$ cat src/hw/adc_fmt_regs.svh
// Operation
// RULE1 - Left format: result nine..two fill high byte.
// RULE2 - Left format: bits one..zero top low.
// RULE3 - Right format: bits nine..eight low high.
// RULE4 - Right format: bits seven..zero fill low.
// RULE5 - Ten bit result, both bytes carry all.
// RULE6 - Software waits acquisition time before starting.
// RULE7 - Result bytes untouched by any reset.
// RULE8 - Conversion end: store, clear go, flag.
`ifndef ADC_FMT_REGS_SVH
`define ADC_FMT_REGS_SVH

// Register offsets on the plain register port.
`define OFS_CONTROL 8'h00
`define OFS_CLOCK_SEL 8'h01
`define OFS_PIN_SEL 8'h02
`define OFS_RESULT_HIGH 8'h03
`define OFS_RESULT_LOW 8'h04
`define OFS_IRQ_ENABLE 8'h05
`define OFS_IRQ_FLAGS 8'h06

// Control register fields.
`define CTL_FORMAT_BIT 7
`define CTL_VREF_BIT 6
`define CTL_CHAN_MSB 4
`define CTL_CHAN_LSB 2
`define CTL_GO_BIT 1
`define CTL_ENABLE_BIT 0
`define CTL_WRITE_MASK 8'hDF
`define CLKSEL_WRITE_MASK 8'h70
`define CLKSEL_MSB 6
`define CLKSEL_LSB 4

// Converter event bit in both interrupt registers.
`define IRQ_CONV_BIT 6

// Reset values.
`define CONTROL_RESET 8'h00
`define CLOCK_SEL_RESET 8'h00
`define PIN_SEL_RESET 8'hFF
`define IRQ_ENABLE_RESET 8'h00
`define ZERO_BYTE 8'h00
`define SAMPLE_RESET 10'h000
`define CHANNEL_RESET 3'h0

// Result layout.
`define RESULT_WIDTH 10
`define RESULT_STEPS 1024
`define RESULT_PAD 6'h00

// Conversion clock select codes and divide ratios.
`define CLKSEL_FOSC2 3'h0
`define CLKSEL_FOSC8 3'h1
`define CLKSEL_FOSC32 3'h2
`define CLKSEL_FOSC4 3'h4
`define CLKSEL_FOSC16 3'h5
`define CLKSEL_FOSC64 3'h6
`define DIV_FOSC2 9'h002
`define DIV_FOSC8 9'h008
`define DIV_FOSC32 9'h020
`define DIV_FOSC4 9'h004
`define DIV_FOSC16 9'h010
`define DIV_FOSC64 9'h040
`define DIV_COUNT_ZERO 9'h000
`define DIV_COUNT_ONE 9'h001

// Timing: the system clock and internal conversion oscillator periods in nanoseconds.
`define CLOCK_PERIOD_NS 5
`define FRC_PERIOD_NS 2000
`define FRC_DIV_CYCLES \
    ((`FRC_PERIOD_NS + `CLOCK_PERIOD_NS - 1) / `CLOCK_PERIOD_NS)

// Conversion length in conversion clock periods.
`define CONV_TAD_COUNT 4'hB
`define TAD_ZERO 4'h0
`define TAD_ONE 4'h1

`endif

$ cat src/hw/adc_fmt_pkg.sv
// Shared types of the result formatting block.
package adc_fmt_pkg;

    // Conversion sequencer states.
    typedef enum logic {CONV_IDLE, CONV_RUN} conv_state_t;

endpackage

$ cat src/hw/adc_result_format_regs.sv
// The address map and the address-and-strobe port are this design's own decisions.
`include "adc_fmt_regs.svh"

// Register side of a ten-bit converter with result justification.
module adc_result_format_regs (
    // Clock and reset.
    input wire logic CLOCK,
    input wire logic RST_N,
    // Register port.
    input wire logic [7:0] ADDR,
    input wire logic [7:0] WDATA,
    input wire logic WR,
    input wire logic RD,
    output logic [7:0] RDATA,
    // Converter core.
    input wire logic [9:0] CONV_SAMPLE,
    output logic [2:0] CHANNEL,
    output logic VREF_SELECT,
    output logic CONV_POWER,
    output logic SAMPLE_HOLD,
    output logic [7:0] PIN_ANALOG,
    // Interrupt.
    output logic IRQ
);

    logic [7:0] control; // Format, reference, channel, go, enable.
    logic [7:0] clock_sel; // Conversion clock select.
    logic [7:0] pin_sel; // Analog pin select.
    logic [7:0] irq_enable; // Interrupt mask.
    logic irq_flag; // Sticky converter event flag.
    logic [7:0] result_high; // Result high byte, not reset.
    logic [7:0] result_low; // Result low byte, not reset.
    logic [7:0] next_control;
    logic [7:0] next_clock_sel;
    logic [7:0] next_pin_sel;
    logic [7:0] next_irq_enable;
    logic next_irq_flag;
    logic [7:0] next_result_high;
    logic [7:0] next_result_low;
    adc_fmt_pkg::conv_state_t state; // Sequencer state.
    adc_fmt_pkg::conv_state_t next_state;
    logic [3:0] tad_count; // Conversion periods done.
    logic [3:0] next_tad_count;
    logic end_of_conv; // High in the cycle a conversion finishes.
    logic tad_tick; // Conversion clock enable pulse.
    logic [9:0] sample_meta; // First synchroniser stage.
    logic [9:0] sample_sync; // Second synchroniser stage.
    logic [7:0] pack_high; // Formatted high byte.
    logic [7:0] pack_low; // Formatted low byte.
    logic [7:0] next_rdata;
    logic next_irq;
    logic next_hold;
    logic go_bit; // Conversion in progress flag.
    logic enable_bit; // Converter powered.
    logic format_bit; // Right justification chosen.

    assign go_bit = control[`CTL_GO_BIT];
    assign enable_bit = control[`CTL_ENABLE_BIT];
    assign format_bit = control[`CTL_FORMAT_BIT];

    // Makes the conversion clock from the selected divide ratio.
    tad_divider divider (
        .clock(CLOCK),
        .rst_n(RST_N),
        .run(state == adc_fmt_pkg::CONV_RUN),
        .select(clock_sel[`CLKSEL_MSB:`CLKSEL_LSB]),
        .tick(tad_tick)
    );

    // Lays the synchronised sample out in the chosen format.
    result_packer packer (
        .value(sample_sync),
        .right_justify(format_bit),
        .high_byte(pack_high),
        .low_byte(pack_low)
    );

    // Brings the sample from the converter core into this domain.
    always_ff @(posedge CLOCK)
    begin
        if (!RST_N)
        begin
            sample_meta <= `SAMPLE_RESET;
            sample_sync <= `SAMPLE_RESET;
        end
        else
        begin
            sample_meta <= CONV_SAMPLE;
            sample_sync <= sample_meta;
        end
    end

    // Sequences a conversion of a fixed number of conversion periods.
    // Starting is left to software once the input has settled.
    always_comb
    begin
        next_state = state;
        next_tad_count = tad_count;
        end_of_conv = 1'b0;
        case (state)
            adc_fmt_pkg::CONV_IDLE:
            begin
                next_tad_count = `TAD_ZERO;
                // RULE6 start on go
                if (go_bit && enable_bit)
                    next_state = adc_fmt_pkg::CONV_RUN;
            end
            adc_fmt_pkg::CONV_RUN:
            begin
                // A cleared go or enable bit abandons the conversion.
                if (!go_bit || !enable_bit)
                    next_state = adc_fmt_pkg::CONV_IDLE;
                else if (tad_tick)
                begin
                    next_tad_count = tad_count + `TAD_ONE;
                    if (tad_count == `CONV_TAD_COUNT - `TAD_ONE)
                    begin
                        end_of_conv = 1'b1;
                        next_state = adc_fmt_pkg::CONV_IDLE;
                    end
                end
            end
            default: next_state = adc_fmt_pkg::CONV_IDLE;
        endcase
        next_hold = (next_state == adc_fmt_pkg::CONV_RUN);
    end

    // Registers the sequencer.
    always_ff @(posedge CLOCK)
    begin
        if (!RST_N)
        begin
            state <= adc_fmt_pkg::CONV_IDLE;
            tad_count <= `TAD_ZERO;
            SAMPLE_HOLD <= 1'b0;
        end
        else
        begin
            state <= next_state;
            tad_count <= next_tad_count;
            SAMPLE_HOLD <= next_hold;
        end
    end

    // Computes the software-written configuration and the event flag.
    always_comb
    begin
        next_control = control;
        next_clock_sel = clock_sel;
        next_pin_sel = pin_sel;
        next_irq_enable = irq_enable;
        next_irq_flag = irq_flag;
        if (WR && ADDR == `OFS_CONTROL)
            next_control = WDATA & `CTL_WRITE_MASK;
        else if (WR && ADDR == `OFS_CLOCK_SEL)
            next_clock_sel = WDATA & `CLKSEL_WRITE_MASK;
        else if (WR && ADDR == `OFS_PIN_SEL)
            next_pin_sel = WDATA;
        else if (WR && ADDR == `OFS_IRQ_ENABLE)
            next_irq_enable = WDATA;
        else if (WR && ADDR == `OFS_IRQ_FLAGS)
            next_irq_flag = WDATA[`IRQ_CONV_BIT];
        // Reading the flag register clears it.
        if (RD && ADDR == `OFS_IRQ_FLAGS)
            next_irq_flag = 1'b0;
        // Powering down also drops a pending go.
        if (!next_control[`CTL_ENABLE_BIT])
            next_control[`CTL_GO_BIT] = 1'b0;
        // RULE8 clear go and flag
        if (end_of_conv)
        begin
            next_control[`CTL_GO_BIT] = 1'b0;
            next_irq_flag = 1'b1;
        end
        next_irq = next_irq_flag && next_irq_enable[`IRQ_CONV_BIT];
    end

    // Registers the configuration and drives the core controls.
    always_ff @(posedge CLOCK)
    begin
        if (!RST_N)
        begin
            control <= `CONTROL_RESET;
            clock_sel <= `CLOCK_SEL_RESET;
            pin_sel <= `PIN_SEL_RESET;
            irq_enable <= `IRQ_ENABLE_RESET;
            irq_flag <= 1'b0;
            IRQ <= 1'b0;
            CHANNEL <= `CHANNEL_RESET;
            VREF_SELECT <= 1'b0;
            CONV_POWER <= 1'b0;
            PIN_ANALOG <= `PIN_SEL_RESET;
        end
        else
        begin
            control <= next_control;
            clock_sel <= next_clock_sel;
            pin_sel <= next_pin_sel;
            irq_enable <= next_irq_enable;
            irq_flag <= next_irq_flag;
            IRQ <= next_irq;
            CHANNEL <= next_control[`CTL_CHAN_MSB:`CTL_CHAN_LSB];
            VREF_SELECT <= next_control[`CTL_VREF_BIT];
            CONV_POWER <= next_control[`CTL_ENABLE_BIT];
            PIN_ANALOG <= next_pin_sel;
        end
    end

    // Computes the result bytes; the finished conversion wins over
    // a software write, and nothing changes while reset is held.
    always_comb
    begin
        next_result_high = result_high;
        next_result_low = result_low;
        if (!RST_N)
        begin
            next_result_high = result_high;
            next_result_low = result_low;
        end
        // RULE8 store both bytes
        else if (end_of_conv)
        begin
            next_result_high = pack_high;
            next_result_low = pack_low;
        end
        else if (WR && ADDR == `OFS_RESULT_HIGH)
            next_result_high = WDATA;
        else if (WR && ADDR == `OFS_RESULT_LOW)
            next_result_low = WDATA;
    end

    // RULE7 result kept over reset
    always_ff @(posedge CLOCK)
    begin
        result_high <= next_result_high;
        result_low <= next_result_low;
    end

    // Selects the read data; unmapped offsets read as zero.
    always_comb
    begin
        next_rdata = `ZERO_BYTE;
        if (!RD)
            next_rdata = `ZERO_BYTE;
        else if (ADDR == `OFS_CONTROL)
            next_rdata = control;
        else if (ADDR == `OFS_CLOCK_SEL)
            next_rdata = clock_sel;
        else if (ADDR == `OFS_PIN_SEL)
            next_rdata = pin_sel;
        else if (ADDR == `OFS_RESULT_HIGH)
            next_rdata = result_high;
        else if (ADDR == `OFS_RESULT_LOW)
            next_rdata = result_low;
        else if (ADDR == `OFS_IRQ_ENABLE)
            next_rdata = irq_enable;
        else if (ADDR == `OFS_IRQ_FLAGS)
            next_rdata[`IRQ_CONV_BIT] = irq_flag;
    end

    // Registers the read data for the cycle after the strobe.
    always_ff @(posedge CLOCK)
    begin
        if (!RST_N)
            RDATA <= `ZERO_BYTE;
        else
            RDATA <= next_rdata;
    end

    // RULE1 left high check
    left_high_a: assert property (@(posedge CLOCK) // RULE1
        disable iff (!RST_N)
        end_of_conv && !format_bit |=>
        result_high == $past(sample_sync[9:2]))
    else $error("left high byte wrong");

    // RULE2 left low check
    left_low_a: assert property (@(posedge CLOCK) // RULE2
        disable iff (!RST_N)
        end_of_conv && !format_bit |=>
        result_low == {$past(sample_sync[1:0]), `RESULT_PAD})
    else $error("left low byte wrong");

    // RULE3 right high check
    right_high_a: assert property (@(posedge CLOCK) // RULE3
        disable iff (!RST_N)
        end_of_conv && format_bit |=>
        result_high == {`RESULT_PAD, $past(sample_sync[9:8])})
    else $error("right high byte wrong");

    // RULE4 right low check
    right_low_a: assert property (@(posedge CLOCK) // RULE4
        disable iff (!RST_N)
        end_of_conv && format_bit |=>
        result_low == $past(sample_sync[7:0]))
    else $error("right low byte wrong");

    // RULE5 full result check
    full_result_a: assert property (@(posedge CLOCK) // RULE5
        disable iff (!RST_N)
        end_of_conv |=>
        ($past(format_bit) ? {result_high[1:0], result_low}
        : {result_high, result_low[7:6]}) == $past(sample_sync))
    else $error("result bits lost");

    // RULE7 reset hold check
    reset_hold_a: assert property (@(posedge CLOCK) // RULE7
        !RST_N |=> $stable(result_high) && $stable(result_low))
    else $error("result changed in reset");

    // RULE8 end effects check
    conv_end_a: assert property (@(posedge CLOCK) // RULE8
        disable iff (!RST_N)
        end_of_conv |=> !go_bit && irq_flag && !SAMPLE_HOLD)
    else $error("conversion end effects missing");

    // Interrupt level follows the masked flag.
    irq_level_a: assert property (@(posedge CLOCK)
        disable iff (!RST_N)
        IRQ == (irq_flag && irq_enable[`IRQ_CONV_BIT]))
    else $error("interrupt level wrong");

endmodule

$ cat src/hw/tad_divider.sv
`include "adc_fmt_regs.svh"

// Makes the conversion clock as a one-cycle enable pulse.
module tad_divider (
    // Clock and reset.
    input wire logic clock,
    input wire logic rst_n,
    // Control.
    input wire logic run,
    input wire logic [2:0] select,
    // Enable pulse out.
    output logic tick
);

    logic [8:0] count; // Cycles into the current period.
    logic [8:0] next_count; // Next cycle count.
    logic [8:0] period; // Selected period in system cycles.
    logic next_tick; // Next pulse value.

    // Picks the period and advances the count while running.
    always_comb
    begin
        case (select)
            `CLKSEL_FOSC2: period = `DIV_FOSC2;
            `CLKSEL_FOSC8: period = `DIV_FOSC8;
            `CLKSEL_FOSC32: period = `DIV_FOSC32;
            `CLKSEL_FOSC4: period = `DIV_FOSC4;
            `CLKSEL_FOSC16: period = `DIV_FOSC16;
            `CLKSEL_FOSC64: period = `DIV_FOSC64;
            // Both remaining codes select the internal oscillator rate.
            default: period = 9'(`FRC_DIV_CYCLES);
        endcase
        next_count = count + `DIV_COUNT_ONE;
        next_tick = 1'b0;
        if (!run)
            next_count = `DIV_COUNT_ZERO;
        else if (count == period - `DIV_COUNT_ONE)
        begin
            next_count = `DIV_COUNT_ZERO;
            next_tick = 1'b1;
        end
    end

    // Registers the count and the pulse.
    always_ff @(posedge clock)
    begin
        if (!rst_n)
        begin
            count <= `DIV_COUNT_ZERO;
            tick <= 1'b0;
        end
        else
        begin
            count <= next_count;
            tick <= next_tick;
        end
    end

endmodule

$ cat src/hw/result_packer.sv
`include "adc_fmt_regs.svh"

// Splits a ten-bit result into the two result bytes.
module result_packer (
    // Result and format.
    input wire logic [9:0] value,
    input wire logic right_justify,
    // Byte images.
    output logic [7:0] high_byte,
    output logic [7:0] low_byte
);

    // Reserved bits are filled with zero in either layout.
    // RULE5 all ten bits
    always_comb
    begin
        if (right_justify)
        begin
            // RULE3 right high byte
            high_byte = {`RESULT_PAD, value[9:8]};
            // RULE4 right low byte
            low_byte = value[7:0];
        end
        else
        begin
            // RULE1 left high byte
            high_byte = value[9:2];
            // RULE2 left low byte
            low_byte = {value[1:0], `RESULT_PAD};
        end
    end

endmodule

$ cat config.mk
export PLATFORM = sky130hd
export DESIGN_NAME = adc_result_format_regs
export DESIGN_NICKNAME = d
export VERILOG_FILES = /design/src/hw/adc_fmt_pkg.sv /design/src/hw/adc_result_format_regs.sv /design/src/hw/tad_divider.sv /design/src/hw/result_packer.sv
export VERILOG_INCLUDE_DIRS = /design/src /design/src/hw
export SDC_FILE = /design/constraint.sdc
export NUM_CORES = 1
export LEC_CHECK = 0
export BUFFER_PORTS_ARGS = -buffer_cell sky130_fd_sc_hd__buf_2
export CORE_AREA = 4 4 89 91
export DETAILED_ROUTE_END_ITERATION = 8
export DIE_AREA = 0 0 93 95
export PLACE_DENSITY = 0.86
export SYNTH_ARGS = -nofsm -noshare
export SYNTH_HDL_FRONTEND = slang
export SYNTH_SLANG_ARGS = --single-unit
$ cat constraint.sdc
create_clock -name CLOCK -period 6.52 [get_ports CLOCK]
set_input_delay 0.978 -clock CLOCK [delete_from_list [all_inputs] [get_ports CLOCK]]
set_output_delay 0.978 -clock CLOCK [all_outputs]
set_load 0.01 [all_outputs]
==> key figures, run 1 <==
STA
  – Setup TNS: 0 ns
  – Tmin final: 3.15 ns
  – Relative slew margins: around 17%
  – Slew Limit Fails: 0
  – Layout Skew: 0.00892 ns
  – Worst Tran Pin Value: 1.24 ns
  – Unrepaired setup endpoints after global routing: false
  – Final Hold Fails: 0
  – Final setup vio count: 0
  – Crit share post-route: 48.3%
  – FMAX: 317 MHz

Setup path
  – Setup crit start kind: input port
  – Launch point of the worst reg-to-reg path: tad_count[0]$_SDFFE_PN0P_
  – R2R cell count: 6
  – Delay of the slowest critical-path stage: 0.88 ns
  – R2r setup slk: about 3.8 ns
  – Crit path kind: in -> reg
  – Critical path buffers and inverters: 1
  – Max FO, Critical Path: 12
  – Top cell family by delay on the critical path: simple AND/OR/NAND/NOR gates
  – Cells along the critical path: buf_2 -> or4_4 -> nor3_4 -> nand4_1 -> a21boi_0
  – Slowest cell on the critical path: a21boi_0
  – Data required, critical path: 6.51 ns
  – Setup crit end kind: flip-flop
  – FF-to-FF End: result_low[6]$_DFFE_PP_
  – Worst Path Arrival: 3.14 ns

GRT
  – Initial antenna violation count: 0
  – First-pass GRT wire length: 12.6 mm
  – Number of global-route vias before repair: between 2000 and 3000
  – Largest net degree at the start of global routing: 55
  – Total global routing overflow: 0
  – All-Layer GR Usage: 18.5%

Logic synthesis
  – Seq/Total Area, Yosys: 49.4%
  – Synth Area per Inst: approximately 10 um^2
  – Ys async rst share: 0%
  – Number of synthesized flops with an enable pin: 16
  – Cell variety after synth: 47
  – Cell Area, Synth: 3850 um^2
  – Synth Net Count: 417
  – Ys flop type: dfxtp_1
  – Synthesized flop and latch total: 87
  – Synth warn: 0
  – Gate Count Post-Synth: between 300 and 400

Clocking
  – Bufs on Longest Clock Path: 2
  – CTS tree: yes
  – Clk Latency, worst-skew pair: 0.36 ns
  – Root Buffer: clkbuf_8
  – H-tree levels: 3
  – Reg clk slew, reported paths: 0.08 ns
  – Post-CTS sizing: 0
  – TritonCTS buffer count: 9
  – Postcts setup bufs: 0
  – Hold buffers post-CTS: 0
  – CTS sink cnt: 87

Outcome
  – Outcome: completed

Final layout
  – Final #Nets: 450
  – Commonest non-fill, non-tap cell in the layout: dfxtp_1
  – Final std cells w/o fill: 520
  – Layout cells sized above 1: 17.3%
  – Most frequent cells in the layout: dfxtp_1, buf_2, mux2i_1
  – Ant. Diodes: 0
  – FILL cells: 623
  – Area delta synth->final: 10.8%

Place
  – Post-DP HPWL: 5.62 mm
  – Inst Count DP: 504
  – IO buf count: 52
  – Gpl congestion: 0.877

Route
  – Via-per-instance ratio: 5.41
  – WL final: about 7.8 mm
  – Initial drt markers: 171
  – Detail Route Antenna Nets: 0
  – Avg WL per Cell: 14.9 um
  – DRC: 0
  – Via count: 2811
  – TritonRoute pass-1 iters: 4

Worst hold path
  – Hold EP: sample_sync[2]$_SDFF_PN0_
  – Hold path start: sample_meta[2]$_SDFF_PN0_
  – Hold path depth: 1
  – Min-Delay Path Class: reg -> reg

Floorplan
  – Initial Utilization: 53.9%
  – Die Height: ~95 um
  – Die area: 8840 um^2
  – Chip width: 93 um
  – # IOs: 53
  – Site Rows: 31
  – Core Region: 7140 um^2

Pwr
  – Pwr Density: 220 nW/um^2
  – Leakage: 0.00172 uW
  – Peak VDD IR: 0.150 mV

Run
  – Max_cap viols: 0
==> worst max path at each step <==
stage	end	slack (ns)	cells after the start	from
2_1_floorplan	result_high[0]$_DFFE_PP_	3.46	5	ADDR[5]
4_1_cts	result_high[1]$_DFFE_PP_	3.35	5	ADDR[5]
5_1_grt	result_high[1]$_DFFE_PP_	3.20	5	ADDR[5]
6_report	result_high[1]$_DFFE_PP_	3.37	5	ADDR[5]
3_3_place_gp	result_high[7]$_DFFE_PP_	3.10	5	ADDR[5]
3_5_place_dp	result_high[1]$_DFFE_PP_	2.97	5	ADDR[5]
==> sequential cells by signal (all words and copies together) (netlist names), 8 cells and up <==
register	flops
RDATA	8
result_high	8
sample_sync	10
result_low	8
irq_enable	8
divider.count	9
sample_meta	10
pin_sel	8
==> layer usage <==
layer,global-route usage [%],wire length (um)
met1,20.6,3290
met2,33.2,3840
met3,5.58,421
met4,6.72,205
met5,0,0
==> synthesized netlist by cell type (2+ instances only) <==
library cell / instances / area [um^2]
a211oi_1: 2 / 15.0
a21boi_0: 3 / 22.5
a21oi_1: 3 / 15.0
a22o_1: 8 / 70.1
a32o_1: 5 / 50.1
and2_1: 21 / 131
and3_1: 6 / 37.5
and4_1: 2 / 17.5
buf_2: 5 / 25.0
buf_4: 4 / 30.0
clkbuf_1: 20 / 75.1
dfxtp_1: 71 / 1420
edfxtp_1: 16 / 480
ha_1: 4 / 50.1
inv_1: 5 / 18.8
mux2i_1: 38 / 380
nand2_1: 37 / 139
nand2b_1: 3 / 18.8
nand3_1: 7 / 35.0
nand4_1: 4 / 25.0
nor2_1: 18 / 67.6
nor2b_1: 31 / 194
nor3_1: 9 / 45.0
nor3_4: 2 / 32.5
o21ai_0: 19 / 95.1
o22ai_1: 7 / 43.8
xnor2_1: 6 / 52.6
xor2_1: 8 / 70.1
==> cells by family (layout without fill, tap and decap cells) <==
family / Yosys count / in the layout / share of synthesized area (%)
AND/OR/NAND/NOR: 149 / 149 / 21.5
flip-flops: 87 / 87 / 49.4
AO/OA/AOI/OAI: 55 / 55 / 9.92
multiplexers: 39 / 39 / 10.5
adder cells (fa/ha/maj): 4 / 4 / 1.30
XOR/XNOR: 14 / 14 / 3.19
buffers and inverters: 35 / 73 / 4.16
==> worst register-to-register path, delay by kind of cell, from the launching register on <==
family                   cells  cell delay [ns]
AND/OR/NAND/NOR              3             0.76
buffers and inverters        1             0.07
adder cells (fa/ha/maj)      1             0.12
AO/OA/AOI/OAI                1             1.02
flip-flops                   1             0.35
==> final cells by class <==
cell class	instances	area (um^2)	area share (%)
repair buffers	52	260	6.11
multi-input cells	261	1790	41.9
well taps	99	124	2.91
inverters	5	18.8	0.440
flip-flops and latches	87	1900	44.6
clock buffers	11	131	3.08
clock inverters	5	41.3	0.969
==> through the flow <==
step	cell area (um^2)	util [%]	setup slack [ns]	total power (uW)	hold WS, ns
after floorplan	3850	-	3.46	597	0.412
after global routing	4260	59.7	3.20	972	0.451
after global placement	4090	57.3	3.10	613	0.416
after detailed placement	4090	57.3	2.97	615	0.420
after CTS	4260	59.7	3.35	942	0.438
final	4260	59.7	3.37	938	0.435
==> where the power goes <==
part	switching, uW	internal (uW)
combinational	27.8	20.7
sequential	2.18	552
clock	193	142
Power figures use the tool's default switching activity.
==> run 2: changes to the inputs <==
==> constraint.sdc (replaced) <==
create_clock -name CLOCK -period 3 [get_ports CLOCK]
set_input_delay 0.45 -clock CLOCK [delete_from_list [all_inputs] [get_ports CLOCK]]
set_output_delay 0.45 -clock CLOCK [all_outputs]
set_load 0.01 [all_outputs]
==> key figures, run 2 (synthesis gave the netlist of run 1 again) <==
Route
  – DRC: 0 (unchanged)
  – Initial drt markers: 119 (was 171)
  – Via-per-instance ratio: 5.38 (was 5.41)
  – WL final: 8.06 mm (was 7.76 mm)
  – Avg WL per Cell: 15.4 um (was 14.9 um)
  – TritonRoute pass-1 iters: 4 (unchanged)
  – Detail Route Antenna Nets: 0 (unchanged)
  – Via count: 2823 (was 2811)

Clocking
  – Reg clk slew, reported paths: 0.08 ns (about the same)
  – Clk Latency, worst-skew pair: 0.35 ns (was 0.36 ns)
  – Root Buffer: clkbuf_8 (unchanged)
  – CTS sink cnt: 87 (unchanged)
  – CTS tree: yes (unchanged)
  – Hold buffers post-CTS: 0 (unchanged)
  – H-tree levels: 3 (unchanged)
  – Postcts setup bufs: 0 (unchanged)
  – Post-CTS sizing: 0 (unchanged)
  – TritonCTS buffer count: 9 (unchanged)
  – Bufs on Longest Clock Path: 2 (unchanged)

Setup path
  – Data required, critical path: 3.28 ns (was 6.51 ns)
  – Setup crit end kind: flip-flop (unchanged)
  – Critical path buffers and inverters: 0 (was 1)
  – Slowest cell on the critical path: or3_1 (was a21boi_0)
  – Top cell family by delay on the critical path: simple AND/OR/NAND/NOR gates (unchanged)
  – Delay of the slowest critical-path stage: 0.46 ns (was 0.88 ns)
  – Max FO, Critical Path: 12 (unchanged)
  – Setup crit start kind: flip-flop (was input port)
  – Crit path kind: reg -> reg (was in -> reg)
  – Cells along the critical path: or3_1 -> ha_1 -> xnor2_1 -> a21oi_1 -> nor4bb_1 -> o2111a_1 -> nor2b_1 (was buf_2 -> or4_4 -> nor3_4 -> nand4_1 -> a21boi_0)
  – Worst Path Arrival: 2.68 ns (was 3.14 ns)

Floorplan
  – Core Region: 7140 um^2 (unchanged)
  – Initial Utilization: 53.9% (unchanged)
  – Die Height: 95 um (unchanged)
  – # IOs: 53 (unchanged)
  – Chip width: 93 um (unchanged)
  – Site Rows: 31 (unchanged)
  – Die area: 8840 um^2 (unchanged)

GRT
  – Total global routing overflow: 0 (unchanged)
  – Number of global-route vias before repair: 2744 (was 2715)
  – Grt met1 use: 21.6% (was 20.6%)
  – GR Util met2: 34.2% (was 33.2%)
  – GRT busiest layer: met2 (unchanged)
  – First-pass GRT wire length: 13.1 mm (was 12.6 mm)
  – All-Layer GR Usage: 19.1% (was 18.5%)
  – Largest net degree at the start of global routing: 51 (was 55)
  – Initial antenna violation count: 0 (unchanged)
  – Met3 Use GR: 5.18% (was 5.58%)

STA
  – Crit share post-route: 79.9%
  – Setup TNS: 0 ns (unchanged)
  – Layout Skew: 0.0102 ns (was 0.00892 ns)
  – Final setup vio count: 0 (unchanged)
  – FMAX: between 400 and 500 MHz
  – Final Hold Fails: 0 (unchanged)
  – Slew Limit Fails: 0 (unchanged)
  – Relative slew margins: 65.9% (was 16.9%)
  – Tmin final: 2.40 ns
  – Worst Tran Pin Value: 0.510 ns (was 1.24 ns)
  – Unrepaired setup endpoints after global routing: false (unchanged)

Final layout
  – FILL cells: 606 (was 623)
  – Ant. Diodes: 0 (unchanged)
  – Final std cells w/o fill: 525 (was 520)
  – Area delta synth->final: 13.1% (was 10.8%)
  – Commonest non-fill, non-tap cell in the layout: dfxtp_1 (unchanged)
  – Area of the multi-input gates: 1790 um^2 (unchanged)
  – Biggest regs: sample_meta x10, sample_sync x10, divider.count x9 (unchanged)
  – Final Cell Area: 4350 um^2 (was 4260 um^2)
  – Final #Nets: 455 (was 450)
  – Most frequent cells in the layout: dfxtp_1, buf_2, mux2i_1 (unchanged)
  – Seq. cell area: 1900 um^2 (unchanged)
  – Layout cells sized above 1: 18.3% (was 17.3%)

Place
  – IO buf count: 52 (unchanged)
  – Placed instance area: 4130 um^2 (was 4090 um^2)
  – Inst Count DP: 509 (was 504)
  – Gpl congestion: 0.855 (was 0.877)
  – Post-DP HPWL: 5.97 mm (was 5.62 mm)

Pwr
  – Leakage: 0.00178 uW (was 0.00172 uW)
  – Peak VDD IR: 0.366 mV (was 0.150 mV)
  – Pwr Density: 509 nW/um^2 (was 220 nW/um^2)

Worst hold path
  – Min-Delay Path Class: in -> reg (was reg -> reg)

Run
  – Max_cap viols: 0 (unchanged)

Outcome
  – Outcome: completed (unchanged)
==> run 2: cell types whose count changed in the layout (fill, tap and decap cells not counted), sizes merged <==
cell | before | now
clkbuf | 11 | 12
inv | 7 | 6
clkinvlp | 2 | 0
buf | 52 | 57
bufinv | 0 | 2
==> run 2: power breakdown <==
part           leakage [uW]  internal, uW  switching [uW]  total [uW]
clock              0.000111           497             402         900
combinational      0.000946          46.7            62.4         109
sequential         0.000720          1200            5.21        1210
total               0.00178          1740             470        2210
==> run 2: worst register-to-register path, cell delays in order (launching register included) <==
cell and delay [ns]:
dfxtp_1 0.43, or3_1 0.46, ha_1 0.32, xnor2_1 0.13, a21oi_1 0.10, nor4bb_1 0.30, o2111a_1 0.43, nor2b_1 0.17
==> run 2: final timing paths <==
kind / start / endpoint / slack, ns / depth (start not counted)
worst max-delay path: clock_sel[4]$_SDFFE_PN0P_ / divider.tick$_SDFF_PN0_ / 0.60 / 7
worst min-delay path: CONV_SAMPLE[5] / sample_meta[5]$_SDFF_PN0_ / 0.30 / 2
worst max register to register: clock_sel[4]$_SDFFE_PN0P_ / divider.tick$_SDFF_PN0_ / 0.60 / 7
worst min register to register: sample_meta[7]$_SDFF_PN0_ / sample_sync[7]$_SDFF_PN0_ / 0.44 / 1
==> run 2: routing by layer <==
metal  routed length (um)  vias up
li1                     -     1403
met1                 3340     1327
met2                 4220       78
met3                  404       15
met4                   98        0
met5                    0        -
==> run 2: area by class of cell <==
type / count / share of cell area (%)
clock buffer: 12 / 3.34
clock inverter: 4 / 1.78
sequential: 87 / 43.7
timing repair buffer: 57 / 6.84
multi-input combinational: 261 / 41.0
tap: 99 / 2.85
inverter: 5 / 0.431
==> run 2: per-stage QoR <==
step / hold WS, ns / utilization [%] / total power [uW] / worst slack [ns]
after floorplan: 0.412 / - / 1300 / 0.467
after global placement: 0.414 / 57.8 / 1340 / 0.610
after detailed placement: 0.420 / 57.8 / 1340 / 0.610
after CTS: 0.277 / 61.0 / 2230 / 0.616
after global routing: 0.274 / 61.0 / 2290 / 0.448
final: 0.300 / 61.0 / 2210 / 0.603
